--- src/rtl/uart_baud_irq_wake_map.vh ---
// Register offsets, field positions and reset values of the serial port
`ifndef UART_BAUD_IRQ_WAKE_MAP_VH
`define UART_BAUD_IRQ_WAKE_MAP_VH
// Register offsets (word index on the plain port)
`define OFS_CTRL_ONE     3'h0
`define OFS_CTRL_TWO     3'h1
`define OFS_STATUS       3'h2
`define OFS_DATA_BUF     3'h3
`define OFS_BAUD_DIV     3'h4
// Control one field positions
`define C1_ENABLE        7
`define C1_NINE_BIT      6
`define C1_PAR_EN        5
`define C1_PAR_ODD       4
`define C1_TWO_STOP      3
`define C1_TX_BIT8       0
// Control two field positions
`define C2_TX_EN         7
`define C2_RX_EN         6
`define C2_HIGH_SPEED    5
`define C2_WAKE_EN       3
`define C2_RX_IE         2
`define C2_TX_IDLE_IE    1
`define C2_TX_EMPTY_IE   0
// Status field positions
`define ST_WAKE          6
`define ST_RX_IDLE       5
`define ST_OVERRUN       4
`define ST_FRAME_ERR     3
`define ST_RX_AVAIL      2
`define ST_TX_IDLE       1
`define ST_TX_EMPTY      0
// Reset values
`define RST_CTRL_ONE     8'h00
`define RST_CTRL_TWO     8'h00
`define RST_BAUD_DIV     8'h00
// Sub-bit sampling counts per bit and low-speed prescale count
`define TICKS_PER_BIT    4'hF
`define TICKS_HALF_BIT   4'h7
`define DIV_LOW_SPEED    2'h3
`endif

--- src/rtl/uart_baud_irq_wake.v ---
// Serial port with baud generator, interrupt enables, data buffer and RX wake
`timescale 1ns/1ps
`include "uart_baud_irq_wake_map.vh"
module uart_baud_irq_wake (
  input  wire       clk_in,          // Block clock
  input  wire       sys_rst_in,      // Synchronous reset, active high
  input  wire       uart_clk_on_in,  // High while the UART clock runs
  input  wire [2:0] addr_in,         // Register index
  input  wire [7:0] wdata_in,        // Write data
  input  wire       wr_in,           // Write strobe
  input  wire       rd_in,           // Read strobe
  input  wire       rx_in,           // Serial receive pin
  output reg  [7:0] rdata_out,       // Read data, cycle after strobe
  output reg        tx_out,          // Serial transmit pin
  output reg        tx_oe_out,       // High while driving TX
  output reg        irq_out,         // UART interrupt request
  output reg        wake_req_out     // RX-edge wake request
);

  // One-hot states of the transmitter
  localparam [4:0] TX_IDLE  = 5'h01;
  localparam [4:0] TX_START = 5'h02;
  localparam [4:0] TX_DATA  = 5'h04;
  localparam [4:0] TX_PAR   = 5'h08;
  localparam [4:0] TX_STOP  = 5'h10;
  // One-hot states of the receiver
  localparam [3:0] RX_IDLE  = 4'h1;
  localparam [3:0] RX_START = 4'h2;
  localparam [3:0] RX_DATA  = 4'h4;
  localparam [3:0] RX_STOP  = 4'h8;

  reg  [7:0] ctrl_one;        // Format and enable
  reg  [7:0] ctrl_two;        // Enables, speed, wake
  reg  [7:0] tx_hold;         // Write side of data buffer
  reg  [7:0] rx_hold;         // Read side of data buffer
  reg        rx_bit8;         // Ninth received bit
  reg  [7:0] baud_div;        // Divisor N
  reg  [7:0] baud_cnt;        // Baud timer
  reg  [1:0] pre_cnt;         // Low-speed divide by four
  reg        tick;            // Sixteen ticks per bit
  reg        tx_empty_flag;   // Buffer can take data
  reg        tx_idle_flag;    // No frame in progress
  reg        rx_available_flag; // Received byte waiting
  reg        overrun_flag;    // Byte lost
  reg        frame_err;       // Bad stop bit
  reg        tx_pending;      // Buffer holds unsent data
  reg  [4:0] tx_state;        // Transmit state
  reg  [8:0] tx_shift;        // Transmit shift register
  reg  [3:0] tx_cnt;          // Bits left
  reg  [3:0] tx_sub;          // Ticks within bit
  reg        tx_par;          // Running parity
  reg        tx_stop2;        // Second stop pending
  reg  [3:0] rx_state;        // Receive state
  reg  [8:0] rx_shift;        // Receive shift register
  reg  [3:0] rx_cnt;          // Bits left
  reg  [3:0] rx_sub;          // Ticks within bit
  reg  [2:0] rx_sync;         // Three-stage RX synchroniser
  reg        wake_flag;       // Sticky wake request
  reg  [2:0] clk_sync;        // Clock-running synchroniser
  reg        clk_on;          // Agreed UART clock level
  reg        rx_prev;         // Last agreed RX level
  wire       rx_s;            // RX level at the last synchroniser stage
  wire       rx_fall;         // Agreed falling edge
  wire       uart_on;         // UART globally enabled
  wire       tx_on;           // Transmitter enabled
  wire       rx_on;           // Receiver enabled
  wire       nine;            // Nine-bit frames
  wire [3:0] nbits;           // Frame data bit count
  wire       wr_data;         // Data buffer write
  wire       rd_data;         // Data buffer read

  // Bits per frame, shared by both directions
  function [3:0] frame_bits;
    input is_nine;
    begin
      frame_bits = is_nine ? 4'h9 : 4'h8;
    end
  endfunction

  assign rx_s    = rx_sync[2];
  assign rx_fall = (rx_sync[2] == rx_sync[1]) & ~rx_sync[1] & rx_prev;
  assign uart_on = ctrl_one[`C1_ENABLE];
  assign tx_on   = uart_on & ctrl_two[`C2_TX_EN];
  assign rx_on   = uart_on & ctrl_two[`C2_RX_EN];
  assign nine    = ctrl_one[`C1_NINE_BIT];
  assign nbits   = frame_bits(nine);
  assign wr_data = wr_in & (addr_in == `OFS_DATA_BUF);
  assign rd_data = rd_in & (addr_in == `OFS_DATA_BUF);

  // Synchronisers and agreed RX and clock levels
  always @(posedge clk_in)
  begin
    if (sys_rst_in)
    begin
      rx_sync  <= 3'h7;
      clk_sync <= 3'h0;
      rx_prev  <= 1'b1;
      clk_on   <= 1'b0;
    end
    else
    begin
      rx_sync  <= {rx_sync[1:0], rx_in};
      clk_sync <= {clk_sync[1:0], uart_clk_on_in};
      // Hold the last level the two later stages agreed on
      if (rx_sync[2] == rx_sync[1])
        rx_prev <= rx_sync[2];
      // Clock level counts once the later stages agree
      if (clk_sync[2] == clk_sync[1])
        clk_on <= clk_sync[2];
    end
  end

  // Baud timer with speed select
  always @(posedge clk_in)
  begin
    if (sys_rst_in | ~uart_on)
    begin
      baud_cnt <= 8'h00;
      pre_cnt  <= 2'h0;
      tick     <= 1'b0;
    end
    else
    begin
      tick <= 1'b0;
      if (ctrl_two[`C2_HIGH_SPEED] | (pre_cnt == `DIV_LOW_SPEED))
      begin
        pre_cnt <= 2'h0;
        if (baud_cnt == 8'h00)
        begin
          baud_cnt <= baud_div;
          tick     <= 1'b1;
        end
        else
          baud_cnt <= baud_cnt - 8'h01;
      end
      else
        pre_cnt <= pre_cnt + 2'h1;
    end
  end

  // Register writes, flags and transmitter
  always @(posedge clk_in)
  begin
    if (sys_rst_in)
    begin
      ctrl_one      <= `RST_CTRL_ONE;
      ctrl_two      <= `RST_CTRL_TWO;
      baud_div      <= `RST_BAUD_DIV;
      tx_hold       <= 8'h00;
      tx_pending    <= 1'b0;
      tx_empty_flag <= 1'b1;
      tx_idle_flag  <= 1'b1;
      tx_state      <= TX_IDLE;
      tx_shift      <= 9'h1FF;
      tx_cnt        <= 4'h0;
      tx_sub        <= 4'h0;
      tx_par        <= 1'b0;
      tx_stop2      <= 1'b0;
      tx_out        <= 1'b1;
      tx_oe_out     <= 1'b0;
    end
    else
    begin
      tx_oe_out <= tx_on;
      // Control and divisor writes
      if (wr_in & (addr_in == `OFS_CTRL_ONE))
        ctrl_one <= wdata_in;
      else if (wr_in & (addr_in == `OFS_CTRL_TWO))
        ctrl_two <= wdata_in;
      else if (wr_in & (addr_in == `OFS_BAUD_DIV))
        baud_div <= wdata_in;
      if (wr_data & tx_empty_flag)
      begin
        tx_hold       <= wdata_in;
        tx_pending    <= 1'b1;
        tx_empty_flag <= 1'b0;
        tx_idle_flag  <= 1'b0;
      end
      if (~tx_on)
      begin
        // Disabled transmitter drops everything
        tx_state      <= TX_IDLE;
        tx_pending    <= 1'b0;
        tx_empty_flag <= 1'b1;
        tx_idle_flag  <= 1'b1;
        tx_out        <= 1'b1;
      end
      else if (tick)
      begin
        tx_sub <= tx_sub + 4'h1;
        case (tx_state)
          TX_IDLE:
          begin
            tx_sub <= 4'h0;
            if (tx_pending)
            begin
              tx_pending    <= 1'b0;
              tx_empty_flag <= 1'b1;
              tx_shift      <= {ctrl_one[`C1_TX_BIT8], tx_hold};
              tx_par        <= ctrl_one[`C1_PAR_ODD];
              tx_out        <= 1'b0;
              tx_state      <= TX_START;
            end
          end
          TX_START:
            if (tx_sub == `TICKS_PER_BIT)
            begin
              tx_cnt   <= ctrl_one[`C1_PAR_EN] ? nbits - 4'h1 : nbits;
              tx_out   <= tx_shift[0];
              tx_par   <= tx_par ^ tx_shift[0];
              tx_shift <= {1'b1, tx_shift[8:1]};
              tx_state <= TX_DATA;
            end
          TX_DATA:
            if (tx_sub == `TICKS_PER_BIT)
            begin
              if (tx_cnt == 4'h1)
              begin
                if (ctrl_one[`C1_PAR_EN])
                begin
                  tx_out   <= tx_par;
                  tx_state <= TX_PAR;
                end
                else
                begin
                  tx_out   <= 1'b1;
                  tx_stop2 <= ctrl_one[`C1_TWO_STOP];
                  tx_state <= TX_STOP;
                end
              end
              else
              begin
                tx_out   <= tx_shift[0];
                tx_par   <= tx_par ^ tx_shift[0];
                tx_shift <= {1'b1, tx_shift[8:1]};
              end
              tx_cnt <= tx_cnt - 4'h1;
            end
          TX_PAR:
            if (tx_sub == `TICKS_PER_BIT)
            begin
              tx_out   <= 1'b1;
              tx_stop2 <= ctrl_one[`C1_TWO_STOP];
              tx_state <= TX_STOP;
            end
          TX_STOP:
            if (tx_sub == `TICKS_PER_BIT)
            begin
              if (tx_stop2)
                tx_stop2 <= 1'b0;
              else
              begin
                tx_state <= TX_IDLE;
                if (~tx_pending)
                  tx_idle_flag <= 1'b1;
              end
            end
          default:
            tx_state <= TX_IDLE;
        endcase
      end
    end
  end

  // Receiver and its flags
  always @(posedge clk_in)
  begin
    if (sys_rst_in | ~rx_on)
    begin
      rx_state          <= RX_IDLE;
      rx_shift          <= 9'h000;
      rx_hold           <= 8'h00;
      rx_bit8           <= 1'b0;
      rx_cnt            <= 4'h0;
      rx_sub            <= 4'h0;
      rx_available_flag <= 1'b0;
      overrun_flag      <= 1'b0;
      frame_err         <= 1'b0;
    end
    else
    begin
      if (rd_data)
      begin
        rx_available_flag <= 1'b0;
        overrun_flag      <= 1'b0;
      end
      if (rx_state == RX_IDLE)
      begin
        rx_sub <= 4'h0;
        if (rx_fall)
          rx_state <= RX_START;
      end
      else if (tick)
      begin
        rx_sub <= rx_sub + 4'h1;
        case (rx_state)
          RX_START:
            if (rx_sub == `TICKS_HALF_BIT)
            begin
              rx_sub   <= 4'h0;
              rx_cnt   <= nbits;
              rx_state <= rx_s ? RX_IDLE : RX_DATA;
            end
          RX_DATA:
            if (rx_sub == `TICKS_PER_BIT)
            begin
              rx_shift <= {rx_s, rx_shift[8:1]};
              rx_cnt   <= rx_cnt - 4'h1;
              if (rx_cnt == 4'h1)
                rx_state <= RX_STOP;
            end
          RX_STOP:
            if (rx_sub == `TICKS_PER_BIT)
            begin
              rx_state  <= RX_IDLE;
              frame_err <= ~rx_s;
              if (rx_available_flag & ~rd_data)
                overrun_flag <= 1'b1;
              else
              begin
                rx_hold           <= nine ? rx_shift[7:0] : rx_shift[8:1];
                rx_bit8           <= rx_shift[8];
                rx_available_flag <= 1'b1;
              end
            end
          default:
            rx_state <= RX_IDLE;
        endcase
      end
    end
  end

  // Wake request, interrupt and read data
  always @(posedge clk_in)
  begin
    if (sys_rst_in)
    begin
      wake_flag    <= 1'b0;
      wake_req_out <= 1'b0;
      irq_out      <= 1'b0;
      rdata_out    <= 8'h00;
    end
    else
    begin
      if (clk_on)
        wake_flag <= 1'b0;
      else if (ctrl_two[`C2_WAKE_EN] & rx_fall)
        wake_flag <= 1'b1;
      wake_req_out <= wake_flag;
      irq_out <= (ctrl_two[`C2_RX_IE] & (overrun_flag | rx_available_flag))
               | (ctrl_two[`C2_TX_IDLE_IE] & tx_idle_flag)
               | (ctrl_two[`C2_TX_EMPTY_IE] & tx_empty_flag)
               | (ctrl_two[`C2_RX_IE] & wake_flag);
      // Read decode
      rdata_out <= 8'h00;
      if (rd_in & (addr_in == `OFS_CTRL_ONE))
        rdata_out <= {ctrl_one[7:2], rx_bit8, 1'b0};
      else if (rd_in & (addr_in == `OFS_CTRL_TWO))
        rdata_out <= ctrl_two;
      else if (rd_in & (addr_in == `OFS_STATUS))
        rdata_out <= {1'b0, wake_flag, rx_state == RX_IDLE, overrun_flag, frame_err,
                      rx_available_flag, tx_idle_flag, tx_empty_flag};
      else if (rd_data)
        rdata_out <= rx_hold;
      else if (rd_in & (addr_in == `OFS_BAUD_DIV))
        rdata_out <= baud_div;
    end
  end

endmodule

--- config.mk ---
export PLATFORM = sky130hd
export DESIGN_NAME = uart_baud_irq_wake
export DESIGN_NICKNAME = d
export VERILOG_FILES = /design/src/rtl/uart_baud_irq_wake.v
export VERILOG_INCLUDE_DIRS = /design/src /design/src/rtl
export SDC_FILE = /design/constraint.sdc
export NUM_CORES = 1
export LEC_CHECK = 0
export ABC_AREA = 1
export BUFFER_PORTS_ARGS = -buffer_cell sky130_fd_sc_hd__buf_2
export CORE_UTILIZATION = 55
export DETAILED_ROUTE_END_ITERATION = 10
export GPL_TIMING_DRIVEN = 0
export PLACE_DENSITY = 0.73
export SLEW_MARGIN = 20
export SYNTH_ARGS = -nofsm -noshare
export SYNTH_HDL_FRONTEND = slang
export SYNTH_SLANG_ARGS = --single-unit
--- constraint.sdc ---
create_clock -name clk_in -period 1.8 [get_ports clk_in]
set_input_delay 0.09 -clock clk_in [delete_from_list [all_inputs] [get_ports clk_in]]
set_output_delay 0.09 -clock clk_in [all_outputs]
set_load 0.01 [all_outputs]
==> summary.md <==
| Metric | Value |
|---|---|
| P_sw | `1.48 mW` |
| Post-synthesis mux area share | `1.41%` |
| Most common cell after layout, fill and taps aside | `nand2_1` |
| Slew @ Worst Pin | `616 ps` |
| CP max FO | `11` |
| Largest family of logic cells by synthesized area | `simple AND/OR/NAND/NOR gates` |
| Hold WS | `16.5 ps` |
| WL met3 | `814 µm` |
| FP Rows | `36` |
| Max Fclk | `594 MHz` |
| Final hold viol count | `0` |
| Die footprint | `roughly 0.011 mm²` |
| Compound-Gate Fraction of Synth Area | `15.5%` |
| Starting density of the core | `57.5%` |
| Sequential share of the synthesized area | `43.4%` |
| Fillers | `835` |
| Post-route ant nets | `0` |
| Yosys reg bits | `123` |
| Fin nets | `876` |
| Vias in the first global route | `5082` |
| Post-synth cell types | `37` |
| Clock Skew | `8.68 ps` |
| Placed insts | `948` |
| Sw Share | `22.4%` |
| Final non-filler cell total | `994` |
| Input/output buffers | `27` |
| CP cell instances | `inv_1 > ha_1 > nand2_1 > o21ai_0 > o21ai_0 > a21oi_1` |
| Layout cells sized above 1 | `about an eighth` |
| Slowest Stage Delay on Critical Path | `690 ps` |
| Final core occ | `69.0%` |
| First-pass GRT wire length | `between 20000 and 25000 µm` |
| Syn Inst Count | `just under 800` |
| Total track usage | `between 20% and 30%` |
| Number of flops mapped to enable cells by yosys | `0` |
| Antenna diodes | `0` |
| Top_reg_cell synth | `dfxtp_1` |
| H-tree levels | `4` |
| CTS tree | `built` |
| Post-CTS Setup Repair Bufs | `0` |
| Final RePlAce weighted congestion | `between 0.9 and 1` |
| Hpwl dp | `approximately 11000 µm` |
| Core area | `0.00986 mm²` |
| Max Used Layer | `met4` |
| Max-slew violations | `0` |
| Commonest cells after routing, fill and taps aside | `nand2_1, dfxtp_1, inv_1` |
| Relative slew slack | `58.7%` |
| Met2 Routed Length | `6990 µm` |
| Cell Int Power | `5.12 mW` |
| Chip Width | `104 µm` |
| XOR/XNOR Fraction of Synth Area | `1.54%` |
| Grt ovf | `0` |
| Antenna violations before repair | `0` |
| Max IR drop VDD | `just over 0.8 mV` |
| CTS max path bufs | `2` |
| Clock latency on the worst-skew pair | `530 ps` |
| Worst-path clk slew | `70 ps` |
| Post-Route WL | `14700 µm` |
| Vias | `around 5400` |
| PD cells | `970 mW/mm²` |
| Die Ht | `between 100 and 150 µm` |
| Leakage | `2.83 nW` |
| Delay-heaviest family, CP | `flip-flops` |
| I/O pins | `29` |
| Syn_nets | `816` |
| Slowest stage cell, crit path | `dfxtp_1` |
| Ys Warns | `0` |
| Max cap viols | `0` |
| CP dominant cell by count | `o21ai_0` |
| Clk pwr share | `54.4%` |
| Initial DRC count | `387` |
| Synth Area in Simple Gates | `a little over a quarter` |
| Sequential Power Share | `between 40% and 50%` |
| TritonRoute pass-1 iters | `5` |
| Num CTS Buffers | `17` |
| Worst Path Buf+Inv | `1` |
| Area Overhead vs Synth | `19.9%` |
| Vias per cell | `between 5 and 6` |
| Largest net degree at the start of global routing | `17` |
| DP Worst Slack | `-49.4 ps` |
| Setup WS post-layout | `117 ps` |
| Startpoint types | `flip-flop` |
| WL/cell | `14.8 µm` |
| Power share of the combinational group | `~3.5%` |
| Status | `complete, no violations` |
| Synth Cell Area | `0.00567 mm²` |
| Critical Path RT | `around 2200 ps` |
| Min cycle time layout | `approximately 1700 ps` |
| CP Class | `flip-flop to flip-flop` |
| DRT met1 WL | `between 6000 and 7000 µm` |
| Syn_area_per_cell | `approximately 7 µm²` |
| Arrival time worst endpoint | `2100 ps` |
| Unrepaired setup endpoints after global routing | `no` |
| Worst hold path type | `primary input to flip-flop` |
| Period utilization | `approximately 93%` |
| Final setup fails | `0` |
| Root buffer cell | `clkbuf_8` |
| DRC | `0` |
| Adder-Cell Fraction of Synth Area | `between 2 and 2.5%` |
| Async S/R FF share, synth | `0%` |
| Clk sinks | `123` |
| Setup crit end kind | `flip-flop` |
per-layer routing:
layer | GRT usage, % | up-vias
met2 | 47.2 | 182
li1 | - | 2705
met5 | 0 | -
met4 | 11.7 | 0
met1 | 35.9 | 2518
met3 | 6.80 | 38
metrics by stage:
stage          cell area, µm²  power (mW)  TNS, ps
6_report                 6800        6.60        0
5_1_grt                  6800        6.78        0
4_1_cts                  6750        6.62        0
3_5_place_dp             5980        3.04     -149
3_3_place_gp             5980        3.03        0
2_1_floorplan            5670        2.95        0
worst reg2reg max path: cells and delay by family (launching register included):
| kind | cells | cell delay, ps |
|---|---|---|
| DFF | 1 | 690 |
| AOI/OAI and AO/OA | 3 | 340 |
| adders and majority gates | 1 | 230 |
| buffers and inverters | 1 | 220 |
| and+or+nand+nor | 1 | 90 |
flip-flops by register name, summed over array words and instances, names as in the netlist, 2 cells and up:
register	flops
rx_shift	9
tx_shift	9
baud_cnt	8
baud_div	8
ctrl_two	8
rdata_out	8
rx_hold	8
tx_hold	8
ctrl_one	7
tx_state	5
rx_cnt	4
rx_state	4
rx_sub	4
tx_cnt	4
tx_sub	4
clk_sync	3
rx_sync	3
pre_cnt	2
power groups by stage:
stage,sequential (mW),clock (mW),combinational (mW)
2_1_floorplan,2.83,0,0.117
3_3_place_gp,2.84,0,0.195
3_5_place_dp,2.84,0,0.200
4_1_cts,2.78,3.62,0.223
5_1_grt,2.78,3.74,0.255
6_report,2.78,3.59,0.229
kinds of logic (layout without fill, tap and decap cells):
| logic type | count (synthesis) | count (layout) |
|---|---|---|
| AND/OR/NAND/NOR | 347 | 347 |
| flip-flops | 123 | 123 |
| adder cells (fa/ha/maj) | 11 | 11 |
| buffers and inverters | 124 | 197 |
| AO/OA/AOI/OAI | 165 | 165 |
| multiplexers | 8 | 8 |
| XOR/XNOR | 10 | 10 |
area by class of cell:
type	count	area (µm²)	share of cell area [%]
Clock buffer	17	414	6.09
Multi-Input combinational cell	541	2770	40.8
Clock inverter	15	213	3.13
Buffer	19	97.6	1.43
Sequential cell	123	2460	36.2
Tap cell	133	166	2.45
Timing Repair Buffer	42	285	4.19
Inverter	104	390	5.74
cells in the mapped netlist (2+ instances only):
master	n	share of area [%]
nor3_1	5	0.44
buf_2	6	0.53
o21bai_1	2	0.26
o22ai_1	8	0.88
a31oi_1	6	0.66
inv_1	100	6.6
o21ai_1	2	0.18
nand3_2	2	0.35
clkbuf_1	9	0.60
inv_2	4	0.26
xnor2_1	5	0.77
buf_1	2	0.13
nand3_1	67	5.9
nor2_4	3	0.60
nor2_2	10	1.1
nand2_1	137	9.1
mux2i_1	8	1.4
buf_4	2	0.26
nand4_1	13	1.4
nand2_2	3	0.33
xor2_1	5	0.77
a21oi_1	63	5.6
o31ai_1	4	0.53
o211ai_1	4	0.53
or2_2	3	0.33
ha_1	11	2.4
dfxtp_1	123	43
nor2_1	100	6.6
o21ai_0	73	6.4
final timing paths:
path / cells past startpoint / start / slack [ps] / to
worst max-delay path: 6 / ctrl_one[6]$_SDFFE_PP0P_ / 120 / tx_cnt[1]$_SDFFE_PP0P_
worst min-delay path: 4 / addr_in[0] / 20 / rdata_out[2]$_SDFF_PP0_
worst max register to register: 6 / ctrl_one[6]$_SDFFE_PP0P_ / 120 / tx_cnt[1]$_SDFFE_PP0P_
worst min register to register: 2 / rx_sync[1]$_SDFF_PP1_ / 420 / rx_sync[2]$_SDFF_PP1_
timing repair:
| action | in CTS | in global routing |
|---|---|---|
| pin swaps | 0 | 1 |
| hold buffers | 15 | 0 |
| endpoints found under the setup margin | 11 | 32 |
| resized for setup | 1 | 13 |
| endpoints found under the hold margin | 38 | 0 |
(Power assumes the default switching activity.)
